## src/bias_az_pkg.sv

```systemverilog
package bias_az_pkg;

  // bus geometry
  localparam int ADDR_W = 8;
  localparam int DATA_W = 32;
  localparam int CODE_W = 24;

  // register byte offsets
  localparam logic [7:0] PRIMARY_CFG_OFS  = 8'h00;
  localparam logic [7:0] TERTIARY_CFG_OFS = 8'h04;
  localparam logic [7:0] PAIR_SEL_OFS     = 8'h08;
  localparam logic [7:0] CONTROL_OFS      = 8'h0c;
  localparam logic [7:0] STATUS_OFS       = 8'h10;
  localparam logic [7:0] RESULT_OFS       = 8'h14;

  // field positions
  localparam int BURNOUT_LSB = 0;
  localparam int KIND_LSB    = 2;
  localparam int SWAP_BIT    = 0;
  localparam int START_BIT   = 0;
  localparam int STOP_BIT    = 1;

  // reset values
  localparam logic [1:0] BURNOUT_RST = 2'h0;
  localparam logic [1:0] KIND_RST    = 2'h0;
  localparam logic       SWAP_RST    = 1'h0;
  localparam logic [7:0] PAIR_RST    = 8'h01;

  // encodings
  localparam logic [1:0] KIND_CONTINUOUS = 2'h3;
  localparam logic [7:0] TEMP_PAIR       = 8'hde;
  localparam logic [1:0] RESP_OKAY       = 2'h0;
  localparam logic [1:0] RESP_SLVERR     = 2'h2;

  typedef enum logic [1:0] {
    burnout_off    = 2'b00,
    burnout_0p9_ua = 2'b01,
    burnout_3p7_ua = 2'b10,
    burnout_15_ua  = 2'b11
  } burnout_level_t;

  typedef enum logic [1:0] {
    seq_idle    = 2'b00,
    seq_normal  = 2'b01,
    seq_swapped = 2'b10
  } seq_state_t;

  // diode pair in either polarity counts as the temperature sensor
  function automatic logic is_temp_pair(input logic [7:0] pair);
    is_temp_pair = (pair == TEMP_PAIR) || (pair == {TEMP_PAIR[3:0], TEMP_PAIR[7:4]});
  endfunction

  function automatic logic is_mapped(input logic [7:0] addr);
    is_mapped = (addr == PRIMARY_CFG_OFS) || (addr == TERTIARY_CFG_OFS) ||
                (addr == PAIR_SEL_OFS) || (addr == CONTROL_OFS) ||
                (addr == STATUS_OFS) || (addr == RESULT_OFS);
  endfunction

endpackage

```

## src/offset_cancel_combine.sv

```systemverilog
`timescale 1ns/1ps
`default_nettype none

module offset_cancel_combine (
  // codes of the two polarities
  input  wire logic [bias_az_pkg::CODE_W-1:0] normal_code,
  input  wire logic [bias_az_pkg::CODE_W-1:0] swapped_code,
  // averaged difference
  output logic      [bias_az_pkg::CODE_W-1:0] half_diff
);
  import bias_az_pkg::*;

  logic signed [CODE_W:0] diff;

  // one extra bit so the difference never wraps before the halving
  always_comb
  begin
    diff      = $signed({normal_code[CODE_W-1], normal_code}) -
                $signed({swapped_code[CODE_W-1], swapped_code});
    half_diff = diff[CODE_W:1];
  end

endmodule

`default_nettype wire

```

## src/input_bias_and_autozero_control.sv

```systemverilog
`timescale 1ns/1ps
`default_nettype none

module input_bias_and_autozero_control (
  // clock and reset
  input  wire logic                            aclk,
  input  wire logic                            aresetn,
  // axi4-lite write address
  input  wire logic [bias_az_pkg::ADDR_W-1:0]  awaddr,
  input  wire logic                            awvalid,
  output var  logic                            awready,
  // axi4-lite write data
  input  wire logic [bias_az_pkg::DATA_W-1:0]  wdata,
  input  wire logic [3:0]                      wstrb,
  input  wire logic                            wvalid,
  output var  logic                            wready,
  // axi4-lite write response
  output var  logic [1:0]                      bresp,
  output var  logic                            bvalid,
  input  wire logic                            bready,
  // axi4-lite read address
  input  wire logic [bias_az_pkg::ADDR_W-1:0]  araddr,
  input  wire logic                            arvalid,
  output var  logic                            arready,
  // axi4-lite read data
  output var  logic [bias_az_pkg::DATA_W-1:0]  rdata,
  output var  logic [1:0]                      rresp,
  output var  logic                            rvalid,
  input  wire logic                            rready,
  // analog front end
  output var  bias_az_pkg::burnout_level_t     burnout_level,
  output var  logic                            diode_bias_enable,
  output var  logic [3:0]                      pos_input_sel,
  output var  logic [3:0]                      neg_input_sel,
  // modulator and decimation filter
  output var  logic                            convert_start,
  output var  logic                            convert_active,
  input  wire logic                            convert_done,
  input  wire logic [bias_az_pkg::CODE_W-1:0]  convert_data,
  // results
  output var  logic [bias_az_pkg::CODE_W-1:0]  result_data,
  output var  logic                            result_strobe
);
  import bias_az_pkg::*;

  logic [1:0]        burnout_sel_reg;
  logic [1:0]        kind_reg;
  logic              swap_en_reg;
  logic [7:0]        pair_reg;
  logic [ADDR_W-1:0] aw_addr_reg;
  logic              aw_held_reg;
  logic [DATA_W-1:0] w_data_reg;
  logic [3:0]        w_strb_reg;
  logic              w_held_reg;
  logic              result_valid_reg;
  logic [CODE_W-1:0] first_reg;
  seq_state_t        state_reg;
  logic [CODE_W-1:0] combined;
  logic [DATA_W-1:0] rd_word;
  logic              do_write;
  logic              low_lane;
  logic              start_req;
  logic              stop_req;
  logic              continuous;
  logic              result_take;

  assign do_write    = aw_held_reg && w_held_reg && !bvalid;
  assign low_lane    = do_write && w_strb_reg[0];
  assign start_req   = low_lane && (aw_addr_reg == CONTROL_OFS) && w_data_reg[START_BIT];
  assign stop_req    = low_lane && (aw_addr_reg == CONTROL_OFS) && w_data_reg[STOP_BIT];
  assign continuous  = (kind_reg == KIND_CONTINUOUS);
  assign result_take = arvalid && arready && (araddr == RESULT_OFS);

  offset_cancel_combine u_combine (
    .normal_code  (first_reg),
    .swapped_code (convert_data),
    .half_diff    (combined)
  );

  // write address; one write in flight, so ready waits for the response
  always_ff @(posedge aclk)
  begin
    if (!aresetn)
    begin
      awready     <= 1'b0;
      aw_held_reg <= 1'b0;
      aw_addr_reg <= '0;
    end
    else
    begin
      awready <= awvalid && !awready && !aw_held_reg && !bvalid;
      if (awvalid && awready)
      begin
        aw_held_reg <= 1'b1;
        aw_addr_reg <= awaddr;
      end
      else if (do_write)
        aw_held_reg <= 1'b0;
    end
  end

  // write data
  always_ff @(posedge aclk)
  begin
    if (!aresetn)
    begin
      wready     <= 1'b0;
      w_held_reg <= 1'b0;
      w_data_reg <= '0;
      w_strb_reg <= '0;
    end
    else
    begin
      wready <= wvalid && !wready && !w_held_reg && !bvalid;
      if (wvalid && wready)
      begin
        w_held_reg <= 1'b1;
        w_data_reg <= wdata;
        w_strb_reg <= wstrb;
      end
      else if (do_write)
        w_held_reg <= 1'b0;
    end
  end

  // write response
  always_ff @(posedge aclk)
  begin
    if (!aresetn)
    begin
      bvalid <= 1'b0;
      bresp  <= RESP_OKAY;
    end
    else if (do_write)
    begin
      bvalid <= 1'b1;
      bresp  <= is_mapped(aw_addr_reg) ? RESP_OKAY : RESP_SLVERR;
    end
    else if (bvalid && bready)
      bvalid <= 1'b0;
  end

  // configuration fields; the burnout write needs no converter state
  always_ff @(posedge aclk)
  begin
    if (!aresetn)
    begin
      burnout_sel_reg <= BURNOUT_RST;
      kind_reg        <= KIND_RST;
      swap_en_reg     <= SWAP_RST;
      pair_reg        <= PAIR_RST;
    end
    else if (low_lane)
    begin
      if (aw_addr_reg == PRIMARY_CFG_OFS)
      begin
        burnout_sel_reg <= w_data_reg[BURNOUT_LSB +: 2];
        kind_reg        <= w_data_reg[KIND_LSB +: 2];
      end
      else if (aw_addr_reg == TERTIARY_CFG_OFS)
        swap_en_reg <= w_data_reg[SWAP_BIT];
      else if (aw_addr_reg == PAIR_SEL_OFS)
        pair_reg <= w_data_reg[7:0];
    end
  end

  // current source control, independent of the sequencer
  always_ff @(posedge aclk)
  begin
    if (!aresetn)
    begin
      burnout_level     <= burnout_off;
      diode_bias_enable <= 1'b0;
    end
    else
    begin
      // same code drives the source on vin+ and the sink on vin
      burnout_level     <= is_temp_pair(pair_reg) ? burnout_off
                                                  : burnout_level_t'(burnout_sel_reg);
      diode_bias_enable <= is_temp_pair(pair_reg);
    end
  end

  // conversion sequencer
  always_ff @(posedge aclk)
  begin
    if (!aresetn)
    begin
      state_reg      <= seq_idle;
      convert_start  <= 1'b0;
      convert_active <= 1'b0;
      pos_input_sel  <= PAIR_RST[7:4];
      neg_input_sel  <= PAIR_RST[3:0];
      first_reg      <= '0;
      result_data    <= '0;
      result_strobe  <= 1'b0;
    end
    else
    begin
      convert_start <= 1'b0;
      result_strobe <= 1'b0;
      case (state_reg)
        seq_idle:
        begin
          pos_input_sel <= pair_reg[7:4];
          neg_input_sel <= pair_reg[3:0];
          if (start_req)
          begin
            state_reg      <= seq_normal;
            convert_start  <= 1'b1;
            convert_active <= 1'b1;
          end
        end
        seq_normal:
        begin
          if (stop_req)
          begin
            state_reg      <= seq_idle;
            convert_active <= 1'b0;
          end
          else if (convert_done && swap_en_reg)
          begin
            // second half of the pair, inputs exchanged
            // exchange what is driven now, so a pair write mid-conversion cannot split the pair
            first_reg     <= convert_data;
            state_reg     <= seq_swapped;
            convert_start <= 1'b1;
            pos_input_sel <= neg_input_sel;
            neg_input_sel <= pos_input_sel;
          end
          else if (convert_done)
          begin
            // plain path: free-running filter in continuous mode
            result_data   <= convert_data;
            result_strobe <= 1'b1;
            if (!continuous)
            begin
              state_reg      <= seq_idle;
              convert_active <= 1'b0;
            end
          end
        end
        seq_swapped:
        begin
          if (stop_req)
          begin
            state_reg      <= seq_idle;
            convert_active <= 1'b0;
          end
          else if (convert_done)
          begin
            result_data   <= combined;
            result_strobe <= 1'b1;
            pos_input_sel <= pair_reg[7:4];
            neg_input_sel <= pair_reg[3:0];
            if (continuous)
            begin
              // restart with a filter reset in the same cycle
              state_reg     <= seq_normal;
              convert_start <= 1'b1;
            end
            else
            begin
              state_reg      <= seq_idle;
              convert_active <= 1'b0;
            end
          end
        end
        default:
        begin
          state_reg      <= seq_idle;
          convert_active <= 1'b0;
        end
      endcase
    end
  end

  // result flag: a new result beats a read in the same cycle
  always_ff @(posedge aclk)
  begin
    if (!aresetn)
      result_valid_reg <= 1'b0;
    else if (result_strobe)
      result_valid_reg <= 1'b1;
    else if (result_take)
      result_valid_reg <= 1'b0;
  end

  // read decode
  always_comb
  begin
    rd_word = '0;
    if (araddr == PRIMARY_CFG_OFS)
      rd_word = {28'h0000000, kind_reg, burnout_sel_reg};
    else if (araddr == TERTIARY_CFG_OFS)
      rd_word = {31'h00000000, swap_en_reg};
    else if (araddr == PAIR_SEL_OFS)
      rd_word = {24'h000000, pair_reg};
    else if (araddr == STATUS_OFS)
      rd_word = {28'h0000000, diode_bias_enable, (state_reg == seq_swapped),
                 result_valid_reg, (state_reg != seq_idle)};
    else if (araddr == RESULT_OFS)
      rd_word = {{(DATA_W - CODE_W){result_data[CODE_W-1]}}, result_data};
  end

  // read channel
  always_ff @(posedge aclk)
  begin
    if (!aresetn)
    begin
      arready <= 1'b0;
      rvalid  <= 1'b0;
      rdata   <= '0;
      rresp   <= RESP_OKAY;
    end
    else
    begin
      arready <= arvalid && !arready && !rvalid;
      if (arvalid && arready)
      begin
        rvalid <= 1'b1;
        rdata  <= rd_word;
        rresp  <= is_mapped(araddr) ? RESP_OKAY : RESP_SLVERR;
      end
      else if (rvalid && rready)
        rvalid <= 1'b0;
    end
  end

  logic signed [CODE_W:0] diff_chk;
  assign diff_chk = $signed({first_reg[CODE_W-1], first_reg}) -
                    $signed({convert_data[CODE_W-1], convert_data});
endmodule

`default_nettype wire

```

## config.mk

```make
export PLATFORM = sky130hd
export DESIGN_NAME = input_bias_and_autozero_control
export DESIGN_NICKNAME = d
export VERILOG_FILES = /design/src/bias_az_pkg.sv /design/src/offset_cancel_combine.sv /design/src/input_bias_and_autozero_control.sv
export SDC_FILE = /design/constraint.sdc
export NUM_CORES = 1
export LEC_CHECK = 0
export BUFFER_PORTS_ARGS = -buffer_cell sky130_fd_sc_hd__buf_4
export CAP_MARGIN = 20
export CORE_MARGIN = 2
export CORE_UTILIZATION = 51
export CTS_BUF_LIST = sky130_fd_sc_hd__clkbuf_2 sky130_fd_sc_hd__clkbuf_4 sky130_fd_sc_hd__clkbuf_8
export CTS_CLUSTER_DIAMETER = 40
export CTS_CLUSTER_SIZE = 24
export DETAILED_ROUTE_END_ITERATION = 16
export PLACE_DENSITY = 0.88
export SLEW_MARGIN = 20
export SYNTH_ARGS = -nofsm -noshare
export SYNTH_HDL_FRONTEND = slang
export SYNTH_HIERARCHICAL = 1
export SYNTH_SLANG_ARGS = --single-unit
```

## constraint.sdc

```tcl
create_clock -name aclk -period 2.3 [get_ports aclk]
set_input_delay 0.23 -clock aclk [delete_from_list [all_inputs] [get_ports aclk]]
set_output_delay 0.23 -clock aclk [all_outputs]
set_load 0.005 [all_outputs]
```

==> qor.yml <==
run_status:
  outcome: "finished, violations left"
  violations: "setup timing"
yosys:
  synth_enable_flop_cells: 0
  synth_async_sr_flop_share_pct: 0
  synthMuxAreaShare_pct: 7.85
  ys_types: 75
  postSynthAreaPerCell_um2: 8.42
  yosys.area_share.simple_pct: 17.7
  yosys_warnings: 6
  synth_compound_area_share_pct: 22.7
  synthFlopType: "dfxtp_1"
  synth_top_family_by_area: "compound AO/OA/AOI/OAI gates"
  synth_cells: 820
  synth_xor_area_share_pct: 2.54
  synth_adder_area_share_pct: 5.37
  seq_area_frac_synth_pct: 37.1
  synth_area_um2: 6900
  ys_ff_latch: 128
clock_network:
  numCtsBuffers: 17
  clock_sinks: 128
  cts_tree: "done"
  htreeDepth: 4
  clk_latency_ns: 0.46
  clk_path_buf_depth: 2
  cts_root_buf: "clkbuf_8"
  path_clk_slew_ns: 0.08
worst_setup_path:
  cp.required_ns: 2.66
  arrival_ns: 2.87
  path_class: "reg2reg"
  worstPathMaxFanout: 5
  start_kind: "flop"
  cp-end-kind: "flop"
floorplanning:
  ioPinCount: 163
  die_w_um: 120
  rows: 42
  initial_core_util_pct: 52.1
  chipHeight_um: 120
  die-area_um2: 14500
  core_area_um2: 13200
drt:
  wl_per_cell_um: 16.7
  drt_iter0_drc: 679
  vias: 6759
  drc: 0
  wl_um: 19200
  ant_nets: 0
  via_per_inst: 5.88
  firstDrtPassIters: 8
cells_and_area:
  final_nets: 1073
  n_fill_cell: 1017
  register_area_um2: 2570
  layout-drive-gt1-share_pct: 28.3
  area_growth_pct: 26.8
  fin_cells: 1149
  n_antenna_cell: 0
  post-route-cell-area_um2: 8750
  multi_input_area_um2: 4050
  post-route-util_pct: 66.1
global_route:
  grt_pass1_vias: 6229
  grt_use_total_pct: 25.7
  use_met1_pct: 33.8
  gr-usage-met3_pct: 5.66
  grt_busiest_layer: "met2"
  antenna_found_initial: 0
  grt_overflow_total: 0
  grt_pass1_wl_um: 30000
  use_met2_pct: 41.5
  grt_start_max_net_pins: 57
power_and_ir_drop:
  powerDensity_nw_per_um2: 528
  leakage_nw: 3.58
  peakVddDrop_mv: 0.276
  p_total_mw: 4.62
timing:
  hold_viol_final: 0
  setup-violations-final: 4
  finalWorstSetupSlack_ns: -0.204
  setup-tns-final_ns: -0.329
  max_freq_ghz: 0.399
  fin_crit_sh_pct: 109
  tightest_slew_ns: 0.877
  slew_viol_final: 0
  post-route-min-period_ns: 2.50
  max_slew_margin_pct: 41.6
  rsz0062_at_grt: "true"
  clock-skew-final_ns: 0.00931
placement:
  dpl-instance-area_um2: 8180
  place_congestion: 0.916
  hpwlAfterDp_um: 13400
  io_buffers: 133
  place_inst: 1114
hold_path:
  hold_class: "in2reg"
job:
  maxCapViolCount: 0
synth_stat cells, drive strengths merged, types with 25 or more instances:
cell / count / area share [%]
a211oi: 27 / 3.0
a21oi: 107 / 7.9
a22oi: 25 / 2.7
buf: 27 / 2.6
clkbuf: 35 / 2.1
dfxtp: 128 / 37
ha: 28 / 5.1
inv: 37 / 2.0
mux2i: 44 / 6.4
nand2: 74 / 4.0
nand3: 50 / 3.6
nor2: 49 / 2.7
o21ai: 52 / 3.9
cells by family (layout without fill, tap and decap cells):
family | after synthesis | count (layout)
simple gates | 241 | 241
fa+ha+maj | 29 | 29
compound gates | 249 | 249
mux | 53 | 53
xor+xnor | 20 | 20
buf+inv | 99 | 251
other cells | 1 | 2
flops | 128 | 128
placed cells by master, fill, tap and decap left out, drive strengths merged, types with 3 or more instances in the layout:
cell type,instances
mux2,9
and2,6
a31oi,3
dfxtp,128
nor2,49
a21o,3
and3,8
ha,28
o21ai,52
clkinv,6
nor4b,4
or2,3
nand3,50
a22o,5
clkinvlp,4
mux2i,44
nor2b,9
o21a,3
nand2b,8
o21bai,3
nand4,9
a211oi,27
xnor2,10
clkbuf,19
nor3,8
nand2,74
a21oi,107
a22oi,25
inv,38
xor2,10
buf,182
o211ai,4
where the power goes:
part,internal [mW],switching (mW)
clock network,1.02,0.951
logic,0.182,0.226
registers,2.23,0.0176
total,3.43,1.19
routing by layer:
| metal | part of all wire [%] | wire [um] | vias up |
|---|---|---|---|
| met5 | 0 | 0 | - |
| met4 | 3.0 | 579 | 0 |
| met1 | 43 | 8240 | 3157 |
| li1 | - | - | 3219 |
| met2 | 46 | 8930 | 318 |
| met3 | 7.6 | 1460 | 65 |
path summary, 6_finish.rpt:
| kind | startpoint | end | slack (ns) | depth (start not counted) |
|---|---|---|---|---|
| hold reg to reg | w_data_reg[5] | w_data_reg[5] | 0.46 | 2 |
| hold / removal | wdata[5] | w_data_reg[5] | 0.01 | 3 |
| setup / recovery | first_reg[0] | result_data[17] | -0.20 | 11 |
| setup reg to reg | first_reg[0] | result_data[17] | -0.20 | 11 |
critical path: stages (launching register included):
cell      delay [ns]
dfxtp_2         0.35
nor2b_2         0.05
fa_2            0.35
nand2b_4        0.17
a21oi_4         0.15
o21ai_2         0.08
a21oi_2         0.21
o22ai_4         0.12
or4_1           0.50
nand3_1         0.12
mux2i_1         0.09
a211oi_1        0.23
cell type report:
cell class / instances / area share [%]
timing repair buffer: 182 / 15.8
tap: 176 / 2.52
inverter: 37 / 1.59
multi-input combinational: 594 / 46.2
sequential: 128 / 29.3
clock inverter: 13 / 1.56
clock buffer: 19 / 2.99
repair_timing:
action / in CTS / in global routing
hold endpoints to repair: 0 / 0
setup endpoints to repair: 10 / 14
hold buffers: 0 / 0
setup buffers: 1 / 2
pin swaps: 13 / 20
gates resized for setup: 13 / 19
cloned: 0 / 0
stage by stage:
step	hold WS (ns)	setup WS [ns]
finish	0.0130	-0.204
global route	0.0162	-0.302
CTS	0.00302	-0.0826
detailed placement	0.449	-0.206
global placement	0.442	-0.161
floorplan	0.366	0.00931
Power figures use the tool's default switching activity.
